$ cat config.mk
export PLATFORM = sky130hd
export DESIGN_NAME = energy_metering_block
export DESIGN_NICKNAME = d
export VERILOG_FILES = /design/src/hdl/metering_pkg.sv /design/src/hdl/accum_if.sv /design/src/hdl/total_accumulator_bank.sv /design/src/hdl/energy_metering_block.sv
export SDC_FILE = /design/constraint.sdc
export NUM_CORES = 1
export LEC_CHECK = 0
export BUFFER_PORTS_ARGS = -buffer_cell sky130_fd_sc_hd__buf_2
export CAP_MARGIN = 20
export CORE_MARGIN = 2
export CORE_UTILIZATION = 61
export CTS_BUF_LIST = sky130_fd_sc_hd__clkbuf_8
export CTS_CLUSTER_DIAMETER = 60
export DETAILED_ROUTE_END_ITERATION = 10
export GPL_TIMING_DRIVEN = 0
export PLACE_DENSITY = 0.86
export SLEW_MARGIN = 5
export SYNTH_ARGS = -nofsm -noshare
export SYNTH_HDL_FRONTEND = slang
export SYNTH_HIERARCHICAL = 1
export SYNTH_SLANG_ARGS = --single-unit
$ cat constraint.sdc
create_clock -name clk_i -period 48.7 [get_ports clk_i]
set_input_delay 2.435 -clock clk_i [delete_from_list [all_inputs] [get_ports clk_i]]
set_output_delay 2.435 -clock clk_i [all_outputs]
set_load 0.02 [all_outputs]
$ cat src/hdl/metering_pkg.sv
package metering_pkg;

  // Accumulation interval choices; the order is the menu order.
  typedef enum logic [2:0] {IV_OFF, IV_5, IV_10, IV_15, IV_30, IV_60} interval_t;

  typedef struct packed {
    interval_t interval;
    logic pulse_mode;
    logic cumulative;
    logic ref_supply;
    logic [13:0] act_scale;
    logic [13:0] react_scale;
  } settings_t;

  localparam int NUM_TOTALS = 4;
  localparam int IDX_ACT_DEM = 0;
  localparam int IDX_ACT_SUP = 1;
  localparam int IDX_REACT_DEM = 2;
  localparam int IDX_REACT_SUP = 3;

  localparam int SCALE_W = 14;
  localparam logic [13:0] SCALE_MIN = 14'h0001;
  localparam logic [13:0] SCALE_MAX = 14'h2710;
  localparam logic [13:0] SCALE_DEFAULT = 14'h0064;

  localparam int MINUTE_W = 11;
  localparam logic [10:0] MINUTES_5 = 11'h005;
  localparam logic [10:0] MINUTES_10 = 11'h00a;
  localparam logic [10:0] MINUTES_15 = 11'h00f;
  localparam logic [10:0] MINUTES_30 = 11'h01e;
  localparam logic [10:0] MINUTES_60 = 11'h03c;

  localparam settings_t SETTINGS_DEFAULT = '{
    interval: IV_30,
    pulse_mode: 1'b0,
    cumulative: 1'b0,
    ref_supply: 1'b0,
    act_scale: SCALE_DEFAULT,
    react_scale: SCALE_DEFAULT
  };

  function automatic logic [10:0] interval_minutes(input interval_t iv);
    logic [10:0] m;
    m = 11'h000;
    unique case (iv)
      IV_OFF: m = 11'h000;
      IV_5: m = MINUTES_5;
      IV_10: m = MINUTES_10;
      IV_15: m = MINUTES_15;
      IV_30: m = MINUTES_30;
      IV_60: m = MINUTES_60;
      default: m = 11'h000;
    endcase
    return m;
  endfunction : interval_minutes

  // Out-of-range weights are pulled into the legal range, never stored raw.
  function automatic logic [13:0] clamp_scale(input logic [13:0] s);
    logic [13:0] c;
    c = s;
    if (s < SCALE_MIN) c = SCALE_MIN;
    else if (s > SCALE_MAX) c = SCALE_MAX;
    return c;
  endfunction : clamp_scale

endpackage : metering_pkg

$ cat src/hdl/accum_if.sv
`timescale 1ns/1ns
`default_nettype none
interface accum_if #(
  parameter int TW = 48,
  parameter int AW = 16
);
  logic clear;
  logic [3:0] add;
  logic [3:0][AW-1:0] amount;
  logic [3:0][TW-1:0] total;

  modport ctrl (output clear, output add, output amount, input total);
  modport bank (input clear, input add, input amount, output total);
endinterface : accum_if
`default_nettype wire

$ cat src/hdl/total_accumulator_bank.sv
`timescale 1ns/1ns
`default_nettype none
module total_accumulator_bank #(
  parameter int TW = 48,
  parameter int AW = 16
) (
  input wire logic clk_i,
  input wire logic rst_i,
  accum_if.bank acc
);

  typedef struct packed {
    logic [3:0][TW-1:0] total;
  } bank_state_t;

  bank_state_t s_r;
  bank_state_t s_nxt;
  logic [3:0][TW-1:0] total_nxt;

  // A clear restarts from this cycle's increment so no contribution is lost.
  for (genvar i = 0; i < 4; i++) begin : g_total
    assign total_nxt[i] = (acc.clear ? {TW{1'b0}} : s_r.total[i])
      + (acc.add[i] ? {{(TW-AW){1'b0}}, acc.amount[i]} : {TW{1'b0}});
  end

  always_comb begin
    s_nxt = s_r;
    s_nxt.total = total_nxt;
  end

  always_ff @(posedge clk_i or posedge rst_i) begin
    if (rst_i) begin
      s_r <= '0;
    end else begin
      s_r <= s_nxt;
    end
  end

  assign acc.total = s_r.total;

endmodule : total_accumulator_bank
`default_nettype wire

$ cat src/hdl/energy_metering_block.sv
`timescale 1ns/1ns
`default_nettype none
module energy_metering_block #(
  parameter int TW = 48,
  parameter int PW = 16,
  parameter logic UNIT_MEGA = 1'b0
) (
  input wire logic clk_i,
  input wire logic rst_i,
  input wire logic settings_write_i,
  input wire metering_pkg::interval_t interval_sel_i,
  input wire logic pulse_source_i,
  input wire logic cumulative_i,
  input wire logic ref_supply_i,
  input wire logic [13:0] active_scale_i,
  input wire logic [13:0] reactive_scale_i,
  input wire logic totals_clear_in_i,
  input wire logic active_demand_pulse_in_i,
  input wire logic active_supply_pulse_in_i,
  input wire logic reactive_demand_pulse_in_i,
  input wire logic reactive_supply_pulse_in_i,
  input wire logic sample_valid_i,
  input wire logic signed [PW-1:0] active_power_i,
  input wire logic signed [PW-1:0] reactive_power_i,
  input wire logic rtc_minute_tick_i,
  input wire logic [10:0] rtc_minute_of_day_i,
  output logic [TW-1:0] active_demand_total_o,
  output logic [TW-1:0] active_supply_total_o,
  output logic [TW-1:0] reactive_demand_total_o,
  output logic [TW-1:0] reactive_supply_total_o,
  output logic report_valid_o,
  output logic [TW-1:0] report_active_demand_o,
  output logic [TW-1:0] report_active_supply_o,
  output logic [TW-1:0] report_reactive_demand_o,
  output logic [TW-1:0] report_reactive_supply_o,
  output metering_pkg::settings_t settings_o,
  output logic accumulating_o,
  output logic unit_mega_o
);

  localparam int AW = PW;

  typedef struct packed {
    metering_pkg::settings_t settings;
    logic armed;
    logic [3:0] pulse_prev;
    logic report_valid;
    logic [3:0][TW-1:0] report;
  } state_t;

  state_t s_r;
  state_t s_nxt;
  metering_pkg::settings_t new_settings;
  logic settings_change;
  logic [10:0] mins;
  logic boundary;
  logic accumulating;
  logic [3:0] pulse_now;
  logic [3:0] pulse_rise;
  logic [AW-1:0] p_mag;
  logic [AW-1:0] q_mag;
  logic [3:0] raw_add;
  logic [3:0][AW-1:0] raw_amount;
  logic [AW-1:0] act_w;
  logic [AW-1:0] react_w;

  accum_if #(.TW(TW), .AW(AW)) acc ();

  total_accumulator_bank #(.TW(TW), .AW(AW)) u_bank (
    .clk_i(clk_i),
    .rst_i(rst_i),
    .acc(acc)
  );

  assign pulse_now = {reactive_supply_pulse_in_i, reactive_demand_pulse_in_i,
                      active_supply_pulse_in_i, active_demand_pulse_in_i};
  assign act_w = AW'(s_r.settings.act_scale);
  assign react_w = AW'(s_r.settings.react_scale);

  always_comb begin
    s_nxt = s_r;
    s_nxt.report_valid = 1'b0;
    new_settings.interval = interval_sel_i;
    new_settings.pulse_mode = pulse_source_i;
    new_settings.cumulative = cumulative_i;
    new_settings.ref_supply = ref_supply_i;
    new_settings.act_scale = metering_pkg::clamp_scale(active_scale_i);
    new_settings.react_scale = metering_pkg::clamp_scale(reactive_scale_i);
    settings_change = settings_write_i && (new_settings != s_r.settings);
    mins = metering_pkg::interval_minutes(s_r.settings.interval);
    // A zero-minute interval means Off and never makes a boundary.
    boundary = rtc_minute_tick_i && (mins != 11'h000)
      && ((rtc_minute_of_day_i % mins) == 11'h000);
    pulse_rise = pulse_now & ~s_r.pulse_prev;
    s_nxt.pulse_prev = pulse_now;
    p_mag = active_power_i[PW-1] ? AW'(-active_power_i) : AW'(active_power_i);
    q_mag = reactive_power_i[PW-1] ? AW'(-reactive_power_i)
                                   : AW'(reactive_power_i);
    if (s_r.settings.pulse_mode) begin
      raw_add = pulse_rise;
      raw_amount = {react_w, react_w, act_w, act_w};
    end else begin
      // In-phase power lands on demand unless the reference is supply.
      raw_add[metering_pkg::IDX_ACT_DEM] = sample_valid_i && (p_mag != '0)
        && (active_power_i[PW-1] == s_r.settings.ref_supply);
      raw_add[metering_pkg::IDX_ACT_SUP] = sample_valid_i && (p_mag != '0)
        && (active_power_i[PW-1] != s_r.settings.ref_supply);
      raw_add[metering_pkg::IDX_REACT_DEM] = sample_valid_i && (q_mag != '0)
        && (reactive_power_i[PW-1] == s_r.settings.ref_supply);
      raw_add[metering_pkg::IDX_REACT_SUP] = sample_valid_i && (q_mag != '0)
        && (reactive_power_i[PW-1] != s_r.settings.ref_supply);
      raw_amount = {q_mag, q_mag, p_mag, p_mag};
    end
    accumulating = s_r.armed && (mins != 11'h000);
    acc.add = accumulating ? raw_add : 4'h0;
    acc.amount = raw_amount;
    acc.clear = 1'b0;
    if (settings_change) begin
      s_nxt.settings = new_settings;
      s_nxt.armed = 1'b0;
      acc.clear = 1'b1;
      acc.add = 4'h0;
    end else if (boundary) begin
      if (s_r.armed) begin
        s_nxt.report_valid = 1'b1;
        s_nxt.report = acc.total;
        // The increment of this cycle seeds the next interval.
        acc.clear = !s_r.settings.cumulative;
      end else begin
        s_nxt.armed = 1'b1;
      end
    end else if (s_r.settings.cumulative && totals_clear_in_i) begin
      acc.clear = 1'b1;
      acc.add = 4'h0;
    end
  end

  always_ff @(posedge clk_i or posedge rst_i) begin
    if (rst_i) begin
      s_r <= '{settings: metering_pkg::SETTINGS_DEFAULT, default: '0};
    end else begin
      s_r <= s_nxt;
    end
  end

  // Totals wrap at the counter width, so TW must cover the longest run
  // between two clears.
  assign active_demand_total_o = acc.total[metering_pkg::IDX_ACT_DEM];
  assign active_supply_total_o = acc.total[metering_pkg::IDX_ACT_SUP];
  assign reactive_demand_total_o = acc.total[metering_pkg::IDX_REACT_DEM];
  assign reactive_supply_total_o = acc.total[metering_pkg::IDX_REACT_SUP];
  assign report_valid_o = s_r.report_valid;
  assign report_active_demand_o = s_r.report[metering_pkg::IDX_ACT_DEM];
  assign report_active_supply_o = s_r.report[metering_pkg::IDX_ACT_SUP];
  assign report_reactive_demand_o = s_r.report[metering_pkg::IDX_REACT_DEM];
  assign report_reactive_supply_o = s_r.report[metering_pkg::IDX_REACT_SUP];
  assign settings_o = s_r.settings;
  assign accumulating_o = accumulating;
  assign unit_mega_o = UNIT_MEGA;

  property p_off_silent;
    @(posedge clk_i) disable iff (rst_i)
    (s_r.settings.interval == metering_pkg::IV_OFF && !settings_change)
      |=> !report_valid_o && $stable(acc.total);
  endproperty
  a_off_silent: assert property (p_off_silent)
    else $error("Interval Off but totals or reports moved.");

  property p_change_zero;
    @(posedge clk_i) disable iff (rst_i)
    settings_change |=> (acc.total == '0) && !s_r.armed;
  endproperty
  a_change_zero: assert property (p_change_zero)
    else $error("Settings change did not zero totals.");

  property p_first_boundary_no_report;
    @(posedge clk_i) disable iff (rst_i)
    (boundary && !s_r.armed && !settings_change)
      |=> !report_valid_o && s_r.armed && (acc.total == '0);
  endproperty
  a_first_boundary_no_report: assert property (p_first_boundary_no_report)
    else $error("Report sent at the first boundary after a change.");

  property p_report_values;
    @(posedge clk_i) disable iff (rst_i)
    (boundary && s_r.armed && !settings_change)
      |=> report_valid_o && (s_r.report == $past(acc.total));
  endproperty
  a_report_values: assert property (p_report_values)
    else $error("Boundary report missing or wrong values.");

  property p_report_aligned;
    @(posedge clk_i) disable iff (rst_i)
    report_valid_o |-> $past(rtc_minute_tick_i)
      && (($past(rtc_minute_of_day_i) % $past(mins)) == 11'h000);
  endproperty
  a_report_aligned: assert property (p_report_aligned)
    else $error("Report not on an interval multiple.");

  property p_noncum_zero;
    @(posedge clk_i) disable iff (rst_i)
    (boundary && s_r.armed && !settings_change && !s_r.settings.cumulative
      && acc.add == 4'h0) |=> acc.total == '0;
  endproperty
  a_noncum_zero: assert property (p_noncum_zero)
    else $error("Totals not zeroed after a non-cumulative report.");

  property p_clear_ignored;
    @(posedge clk_i) disable iff (rst_i)
    (totals_clear_in_i && !s_r.settings.cumulative && !settings_change
      && !boundary && acc.add == 4'h0) |=> $stable(acc.total);
  endproperty
  a_clear_ignored: assert property (p_clear_ignored)
    else $error("Totals-clear acted outside cumulative mode.");

  property p_pulse_weight;
    @(posedge clk_i) disable iff (rst_i)
    (s_r.settings.pulse_mode && accumulating && pulse_rise[0] && !acc.clear)
      |=> acc.total[0] == $past(acc.total[0])
        + TW'($past(s_r.settings.act_scale));
  endproperty
  a_pulse_weight: assert property (p_pulse_weight)
    else $error("Active demand pulse not weighted once.");

  property p_pulse_ignored;
    @(posedge clk_i) disable iff (rst_i)
    !s_r.settings.pulse_mode && !sample_valid_i |-> acc.add == 4'h0;
  endproperty
  a_pulse_ignored: assert property (p_pulse_ignored)
    else $error("Pulse counted while in computed mode.");

  property p_sign_split;
    @(posedge clk_i) disable iff (rst_i)
    (accumulating && !s_r.settings.pulse_mode && sample_valid_i)
      |-> !(acc.add[0] && acc.add[1]) && !(acc.add[2] && acc.add[3]);
  endproperty
  a_sign_split: assert property (p_sign_split)
    else $error("One sample fed both directions.");

  property p_report_hold;
    @(posedge clk_i) disable iff (rst_i)
    !report_valid_o |-> $stable(s_r.report);
  endproperty
  a_report_hold: assert property (p_report_hold)
    else $error("Report values moved between reports.");

  property p_report_armed;
    @(posedge clk_i) disable iff (rst_i)
    report_valid_o |-> $past(s_r.armed);
  endproperty
  a_report_armed: assert property (p_report_armed)
    else $error("Report sent from an unarmed interval.");

  property p_unarmed_idle;
    @(posedge clk_i) disable iff (rst_i)
    !s_r.armed |-> (acc.add == 4'h0) && !accumulating_o;
  endproperty
  a_unarmed_idle: assert property (p_unarmed_idle)
    else $error("Totals grew before the first boundary.");

  property p_rise_once;
    @(posedge clk_i) disable iff (rst_i)
    (s_r.settings.pulse_mode && pulse_now[0] && s_r.pulse_prev[0])
      |-> !acc.add[metering_pkg::IDX_ACT_DEM];
  endproperty
  a_rise_once: assert property (p_rise_once)
    else $error("A held pulse was counted again.");

  property p_clear_cum;
    @(posedge clk_i) disable iff (rst_i)
    (totals_clear_in_i && s_r.settings.cumulative && !settings_change
      && !boundary) |=> acc.total == '0;
  endproperty
  a_clear_cum: assert property (p_clear_cum)
    else $error("Totals-clear ignored in cumulative mode.");

  property p_scale_range;
    @(posedge clk_i) disable iff (rst_i)
    (settings_o.act_scale >= metering_pkg::SCALE_MIN)
      && (settings_o.act_scale <= metering_pkg::SCALE_MAX)
      && (settings_o.react_scale >= metering_pkg::SCALE_MIN)
      && (settings_o.react_scale <= metering_pkg::SCALE_MAX);
  endproperty
  a_scale_range: assert property (p_scale_range)
    else $error("Stored pulse weight outside its legal range.");

  property p_in_phase;
    @(posedge clk_i) disable iff (rst_i)
    (accumulating && !s_r.settings.pulse_mode && sample_valid_i
      && !settings_change && !active_power_i[PW-1] && (p_mag != '0))
      |-> acc.add[metering_pkg::IDX_ACT_DEM] == !s_r.settings.ref_supply;
  endproperty
  a_in_phase: assert property (p_in_phase)
    else $error("In-phase active power went to the wrong total.");

endmodule : energy_metering_block
`default_nettype wire

---- After elaboration in Yosys (flattened, before gate mapping) ----
Index checks and enable logic that the tools add are counted.
operators by class
  add/subtract/negate cells ............... 6
  divide/modulo/power cells ............... 1
  $lt $le $gt $ge ......................... 4
  equal/unequal tests ..................... 10
  multiplexer cells ....................... 30
  bitwise operators ....................... 3
  reduce and logical (&&, ||, !) cells .... 18
operators by type and width
  cell                                                                            count
  193-bit 2-to-1 mux                                                              3
  48-bit adder                                                                    4
  48-bit 2-to-1 mux                                                               4
  16-bit 2-to-1 mux                                                               6
  64-bit 2-to-1 mux                                                               1
  14-bit 2-to-1 mux                                                               4
  34-bit inequality test                                                          1
  16-bit negation                                                                 2
  16-bit nonzero test                                                             2
  6-bit one-hot mux with 5 select lines                                           1
  14-bit greater-than comparator (second input constant)                          2
  14-bit by 1-bit less-than comparator with 1-bit output (second input constant)  2
  4-bit 2-to-1 mux                                                                5
  1-bit logical AND                                                               11
  11-bit zero test                                                                1
  11-bit by 11-bit remainder unit with 11-bit output                              1
  11-bit nonzero test                                                             1
  3-bit by 2-bit equality test with 1-bit output (second input constant)          2
  3-bit equality test (second input constant)                                     2
  1-bit 2-to-1 mux                                                                6
  4-bit bitwise AND                                                               1
  4-bit inverter                                                                  1
  3-bit by 1-bit equality test with 1-bit output (second input constant)          1
  3-bit AND reduction                                                             1
  other kinds (5)                                                                 7
word-level totals
  register bits ........................... 424
  input port bits ......................... 87
  output and inout port bits .............. 421
  logic and storage cells ................. 89

---- Longest topological paths before layout ----
Gate-level depths: netlist (run 1).
  word-level depth ........................ 12
  gate-level depth with buffers ........... 104
  depth with buffers taken out ............ 96

---- By module ----
Netlist (run 1), hierarchy kept.
modules (own cells, without submodules)
  module                  instances  cells an instance  area each (um^2)  sequential area each (um^2)
  energy_metering_block   1          1528               15504.9           5814.3
  total_accumulator_bank  1          1378               12522.0           4804.6

---- Worst setup path after synthesis (run 1) ----
No wires, ideal clock.
  path type ............................... input port to flip-flop
  from .................................... input port rtc_minute_of_day_i[10]
  to ...................................... register u_bank.s_r, in the netlist u_bank/acc.total[124]
  setup time .............................. 0.079 ns
  arrival time ............................ 21.840 ns
  data required time ...................... 48.621 ns
  slack ................................... 26.780 ns
  stages on the path ...................... 92
  buffers on the path ..................... 7
  path through ............................ ha_1 -> a21oi_1 -> ha_1 -> or4b_1 -> nand3_1 -> a2bb2oi_1 -> ha_1 -> a21oi_1 -> a21oi_1 -> o31ai_1 -> ha_1 -> or3_1 -> o221a_2 -> and2_1 -> mux2_2 -> ha_1 -> or3_1 -> o221a_2 -> [56 not listed] -> o221ai_1 -> nand2_1 -> o311a_1 -> a2111oi_0 -> a311o_1 -> buf_2 -> clkbuf_1 -> buf_1 -> nor2b_1 -> ha_1 -> fa_1 -> a211o_1 -> a21oi_1 -> o2111ai_1 -> a31oi_2 -> nor2_1 -> nand3_1 -> xor2_1
RTL lines
  element                 RTL line                      source
  start: declaration      energy_metering_block.sv:26   input wire logic [10:0] rtc_minute_of_day_i,
  end signal: assignment  total_accumulator_bank.sv:35  s_r <= s_nxt;
  end: declaration        total_accumulator_bank.sv:16  bank_state_t s_r;

==> results of run 1 <==
[area by class of cell]
| class | instances | share of cell area |
|---|---|---|
| diodes | 17 | 0.00129 |
| plain buffers | 332 | 0.0692 |
| clock buffers | 91 | 0.0381 |
| clock inverters | 37 | 0.00639 |
| inverters | 77 | 0.00925 |
| multi-input cells | 2073 | 0.452 |
| flip-flops and latches | 424 | 0.323 |
| well taps | 600 | 0.0228 |
| repair buffers | 504 | 0.0783 |
[how the worst max path moves through the flow]
stage,cells past startpoint,startpoint,slack [ns],endpoint
after CTS,93,rtc_minute_of_day_i[10],22.32,u_bank/acc.total[133]
after global routing,95,rtc_minute_of_day_i[10],20.07,u_bank/acc.total[133]
after floorplan,92,rtc_minute_of_day_i[10],26.78,u_bank/acc.total[124]
after global placement,94,rtc_minute_of_day_i[10],21.83,u_bank/acc.total[133]
after detailed placement,93,rtc_minute_of_day_i[10],21.66,u_bank/acc.total[133]
final,94,rtc_minute_of_day_i[10],21.91,u_bank/acc.total[133]
[registers in the layout (all words and copies together) (netlist names)]
register / cells
report_active_demand_o: 48
report_active_supply_o: 48
report_reactive_demand_o: 48
report_reactive_supply_o: 48
report_valid_o: 1
s_r: 5
settings_o: 34
u_bank/acc.total: 192
[kinds of logic (layout without fill, tap and decap cells)]
logic type	after synthesis	after routing
AOI/OAI and AO/OA	534	534
xor gates and xnor gates	228	228
adders and majority gates	128	128
buffers and inverters	409	1041
DFF	424	424
muxes	226	226
other	1	18
and+or+nand+nor	956	956
[metal layers]
layer  vias to the layer above  part of all wire  global-route usage
li1                      11300                 -                   -
met1                     12000              0.39               0.443
met2                      1233              0.47               0.572
met3                       270             0.086              0.0759
met4                         0             0.049               0.193
met5                         -                 0                   0
[worst reg2reg max path, delay by kind of cell (launching register included)]
family / cells / cell delay, ns
AO/OA/AOI/OAI: 42 / 11.24
AND/OR/NAND/NOR: 29 / 6.48
buffers and inverters: 13 / 4.03
adder cells (fa/ha/maj): 11 / 3.67
flip-flops: 1 / 0.63
multiplexers: 1 / 0.32
XOR/XNOR: 1 / 0.15
[through the flow]
| step | hold slack, ns | worst slack (ns) | util | instances | area (sq um) |
|---|---|---|---|---|---|
| after global placement | 0.468 | 21.83 | 0.689 | 4006 | 31300 |
| after floorplan | 0.459 | 26.78 | - | 2906 | 28000 |
| after detailed placement | 0.476 | 21.66 | 0.691 | 4010 | 31400 |
| after CTS | 0.488 | 22.32 | 0.723 | 4138 | 32800 |
| final | 0.484 | 21.91 | 0.724 | 4155 | 32900 |
| after global routing | 0.496 | 20.07 | 0.724 | 4151 | 32900 |
[cells in the final DEF, fill, tap and decap left out, drive strengths merged, types with 121 or more instances in the layout]
cell    instances
a21oi         129
buf           770
clkbuf        157
dfrtp         417
ha            121
mux2          214
nand2         207
nor2          190
o21ai         122
xnor2         138
==> metrics.cfg, run 1 <==
[clock_tree]
ctsLongestPathBuffers = 3
numCtsBuffers = 74
cts.clk_slew.worst_paths_ns = 0.06
cts_setup_buffers = 0
cts.sinks = 424
cts_tree = built
h-tree-depth = 3
cts_resized = 0
ctsHoldBuffers = 0
clk_latency_ns = 0.68
root_buffer = clkbuf_8

[timing]
max-slew-margin-rel = 0.307
skew_ns = 0.0573
final_max_slew_viol_count = 0
rsz0062_at_grt = false
worstMarginPinSlew_ns = 1.04
fmax_mhz = 37.3
fin_crit_ns = 26.79
setup_viol = 0
fin_crit_sh = 0.550
tns_ns = 0
finalHoldViolations = 0

[global_route]
grtUsageTotal = 0.354
grt_pass1_vias = 24000
grt_pass1_wl_mm = 131
grt_max_degree = 124
grt-ovfl-total = 0
antenna_found_initial = 13

[worst_setup_path]
cp_max_fo = 10
path_buf_inv = 12
reg2reg_from = settings_o[33]
reg2reg_depth = 97
critical_path_class = in2reg
slowest_delay_ns = 0.77
critPathCaptureType = flip-flop
timing.rr.end = u_bank/acc.total[133]
path_common_cell = ha_1
cp-start-kind = primary input
worstPathRequired_ns = 49.24
worstPathArrival_ns = 27.33
cp_slowest_cell = a311o_1
critPathTopFamily = compound AO/OA/AOI/OAI gates
r2r_setup_slack_ns = 22.12

[synth]
synth_most_common_cell = dfrtp_1
synth_top_area_share = 0.372
syn_nets = 3119
synth_top_family_by_area = simple AND/OR/NAND/NOR gates
synthSimpleGateAreaFrac = 0.180
synthCells = 2906
ys_ff_latch = 424
yosysTopAreaCell = dfrtp_1
syn_area_sq_um = 28000
synthTopCellsByCount = dfrtp_1, buf_4, nand2_1, nor2_1, mux2_1
synth-xor-area-share = 0.0713
synthMuxAreaShare = 0.0904
synth_compound_area_frac = 0.130
ys_warn_count = 6
netlist-cell-type-count = 109
synth_seq_area_share = 0.379
synth_edf_count = 0
avgSynthCellArea_sq_um = 9.64
ys.flop_type = dfrtp_1
synthTopCellsByArea = dfrtp_1, mux2_1, buf_4
async_reset_ff_frac = 1.00
synthAdderAreaFrac = 0.0583

[die]
die_x_um = 218
io_pins = 508
die_y_um = 218
initial_core_util = 0.618
core_sq_um = 45400
dieArea_sq_um = 47700
rows = 78

[drt]
vias = 24700
via_per_inst = 5.96
wl_per_cell_um = 20.7
postRouteAntennaNets = 0
first_iter_violations = 2433
drcViolationCount = 0
wl_mm = 86.1
drt_pre_antenna_iters = 5

[finish]
layout.area.seq_sq_um = 10600
fillCellCount = 3325
drive_gt1_frac = 0.275
nNetsFinal = 3699
syn_to_final_growth_pct = 17.3
multi_input_area_sq_um = 14800

[outcome]
status = completed

[worst_hold_path]
min_path_cells = 1
worstHoldPathType = reg2reg
holdPathEnd = report_active_supply_o[3]
worstHoldStart = report_active_supply_o[3]

[placed_design]
place_congestion = 0.985
io_buffers = 500
dp_hpwl_mm = 64.6

[flow_run]
drv_cap = 0

Power of run 1 is left out: the tool's default activity adds up to more than one toggle a clock period on the data nets, which glitch-free logic cannot reach.
==> run 2, diff against run 1 <==
--- a/config.mk
+++ b/config.mk
@@ -5,6 +5,7 @@
 export SDC_FILE = /design/constraint.sdc
 export NUM_CORES = 1
 export LEC_CHECK = 0
+export ABC_AREA = 1
 export BUFFER_PORTS_ARGS = -buffer_cell sky130_fd_sc_hd__buf_2
 export CAP_MARGIN = 20
 export CORE_MARGIN = 2
@@ -13,7 +14,7 @@
 export CTS_CLUSTER_DIAMETER = 60
 export DETAILED_ROUTE_END_ITERATION = 10
 export GPL_TIMING_DRIVEN = 0
-export PLACE_DENSITY = 0.86
+export PLACE_DENSITY = 0.84
 export SLEW_MARGIN = 5
 export SYNTH_ARGS = -nofsm -noshare
 export SYNTH_HDL_FRONTEND = slang
==> constraint.sdc (replaced) <==
create_clock -name clk_i -period 27 [get_ports clk_i]
set_input_delay 1.35 -clock clk_i [delete_from_list [all_inputs] [get_ports clk_i]]
set_output_delay 1.35 -clock clk_i [all_outputs]
set_load 0.02 [all_outputs]
==> metrics.cfg, run 2 <==
[die]
die_y_um = 245  ; +12%
rows = 88  ; +13%
initial_core_util = 0.616  ; -0.00133
dieArea_sq_um = 60200  ; +26%
core_sq_um = 57700  ; +27%
die_x_um = 245  ; +12%
io_pins = 508  ; unchanged

[synth]
synthSimpleGateAreaFrac = 0.370  ; +0.190
synthMuxAreaShare = 0  ; -0.0904
async_reset_ff_frac = 1.00  ; unchanged
ys_ff_latch = 424  ; unchanged
avgSynthCellArea_sq_um = 6.45  ; -33%
syn_nets = 5729  ; +84%
synthCells = 5516  ; +90%
synth_compound_area_frac = 0.0741  ; -0.0560
synth_top_area_share = 0.293  ; -0.0788
synth_top_family_by_area = simple AND/OR/NAND/NOR gates
synthTopCellsByArea = dfrtp_1, nand2_1, inv_1
ys.flop_type = dfrtp_1
synth_seq_area_share = 0.299  ; -0.0802
synth_most_common_cell = nand2_1
ys_warn_count = 6  ; unchanged
synthTopCellsByCount = nand2_1, inv_1, nor2_1, dfrtp_1, nand3_1
synthAdderAreaFrac = 0.0454  ; -0.0129
synth_edf_count = 0  ; unchanged
synth-xor-area-share = 0.0394  ; -0.0318
syn_area_sq_um = 35600  ; +27%
netlist-cell-type-count = 58  ; -47%
yosysTopAreaCell = dfrtp_1

[drt]
drt_pre_antenna_iters = 7  ; +2
wl_per_cell_um = 19.5  ; -5.8%
drcViolationCount = 0  ; unchanged
vias = 38000  ; +54%
first_iter_violations = 3909  ; +61%
wl_mm = 135  ; +57%
via_per_inst = 5.48  ; -8.0%
postRouteAntennaNets = 0  ; unchanged

[timing]
setup_viol = 0  ; unchanged
skew_ns = 0.0455  ; -0.0118 ns
max-slew-margin-rel = 0.160  ; -0.148
final_max_slew_viol_count = 0  ; unchanged
worstMarginPinSlew_ns = 1.26  ; +0.222 ns
rsz0062_at_grt = false
finalHoldViolations = 0  ; unchanged
fin_crit_ns = 21.89
tns_ns = 0  ; unchanged
fmax_mhz = 45.7
fin_crit_sh = 0.811

[clock_tree]
cts_setup_buffers = 0  ; unchanged
cts_resized = 0  ; unchanged
ctsHoldBuffers = 0  ; unchanged
clk_latency_ns = 0.70  ; +0.02 ns
cts.sinks = 424  ; unchanged
numCtsBuffers = 78  ; +5.4%
ctsLongestPathBuffers = 3  ; unchanged
cts_tree = built
h-tree-depth = 3  ; unchanged
root_buffer = clkbuf_8
cts.clk_slew.worst_paths_ns = 0.06  ; about the same

[global_route]
grt_pass1_vias = 35800  ; +49%
grt_max_degree = 117  ; -5.6%
grtUsageTotal = 0.441  ; +0.0876
grt_pass1_wl_mm = 203  ; +54%
antenna_found_initial = 5  ; -8
grt-ovfl-total = 0  ; unchanged

[outcome]
status = completed

[flow_run]
drv_cap = 0  ; unchanged

[placed_design]
dp_hpwl_mm = 108  ; +67%
place_congestion = 1.03  ; +4.5%
io_buffers = 505  ; +1.0%

[finish]
fillCellCount = 4837  ; +45%
nNetsFinal = 6320  ; +71%
multi_input_area_sq_um = 18800  ; +27%
final_cell_mix = nand2_1, inv_1, nor2_1
layout.area.seq_sq_um = 10600  ; unchanged
largest_register_ffs = 192  ; unchanged
layout_commonest_cell = nand2_1
syn_to_final_growth_pct = 14.8
drive_gt1_frac = 0.176  ; -0.0993

[worst_setup_path]
critPathCaptureType = flip-flop
worstPathArrival_ns = 22.40  ; -4.93 ns
slowest_delay_ns = 0.74  ; -0.03 ns
cp_slowest_cell = buf_1
critPathTopFamily = simple AND/OR/NAND/NOR gates
critical_path_class = reg2reg
path_buf_inv = 22  ; +10
path_common_cell = nand2_1
cp_max_fo = 14  ; +4
worstPathRequired_ns = 27.52  ; -21.72 ns
cp-start-kind = flip-flop

[worst_hold_path]
worstHoldPathType = reg2reg

[run 2: changes by cell type after synthesis, sizes merged, moves of 77 or more]
cell,delta
nor2b,-115
and2,-77
mux2,-214
nor2,+458
o21bai,+195
nand3,+387
nand2,+1679
inv,+842
xnor2,-104
[run 2: worst register-to-register path, delay by kind of cell, from the launching register on]
family | cells | cell delay [ns]
and+or+nand+nor | 72 | 8.21
adders and majority gates | 13 | 4.35
AOI/OAI and AO/OA | 21 | 4.16
buffers and inverters | 22 | 3.97
DFF | 1 | 0.64
xor gates and xnor gates | 2 | 0.39
[run 2: worst paths after layout]
kind | from | end | slack [ns] | depth (start not counted)
max | settings_o[33] | u_bank/acc.total[64] | 5.11 | 130
min | settings_o[21] | settings_o[21] | 0.51 | 2
max reg2reg | settings_o[33] | u_bank/acc.total[64] | 5.11 | 130
min reg2reg | settings_o[21] | settings_o[21] | 0.51 | 2
max in group asynchronous | rst_i | u_bank/acc.total[190] | 25.09 | 3
min in group asynchronous | rst_i | report_active_supply_o[17] | 0.74 | 2
[run 2: kinds of logic (layout without fill, tap and decap cells)]
logic type / Yosys count / after routing
adders and majority gates: 126 / 126
and+or+nand+nor: 3106 / 3106
AOI/OAI and AO/OA: 404 / 404
buffers and inverters: 1295 / 1942
DFF: 424 / 424
xor gates and xnor gates: 160 / 160
other: 1 / 6
[run 2: cell type report]
class	instances	area share
Sequential cell	424	0.260
Timing Repair Buffer	511	0.0648
Buffer	372	0.0652
Inverter	923	0.0853
Tap cell	765	0.0234
Clock buffer	101	0.0340
Antenna cell	5	0.000306
Clock inverter	35	0.00619
Multi-Input combinational cell	3797	0.461
[run 2: through the flow]
stage                util  instances  worst slack [ns]  hold WS (ns)  area (sq um)
floorplan               -       5516              9.52         0.475         35600
global placement    0.677       6786              5.27         0.494         39000
detailed placement  0.678       6790              4.94         0.491         39100
CTS                 0.707       6926              5.30         0.501         40800
global route        0.708       6930              3.25         0.546         40800
finish              0.708       6933              5.11         0.513         40800
[run 2: per-layer routing]
layer	part of all wire	track usage	wire, um	up-vias
met1	0.39	0.566	52500	17500
met2	0.44	0.697	59500	2190
met5	0	0	0	-
met3	0.11	0.0905	14200	483
met4	0.067	0.246	9080	0
li1	-	-	-	17800
Power of run 2 is left out for the same reason.
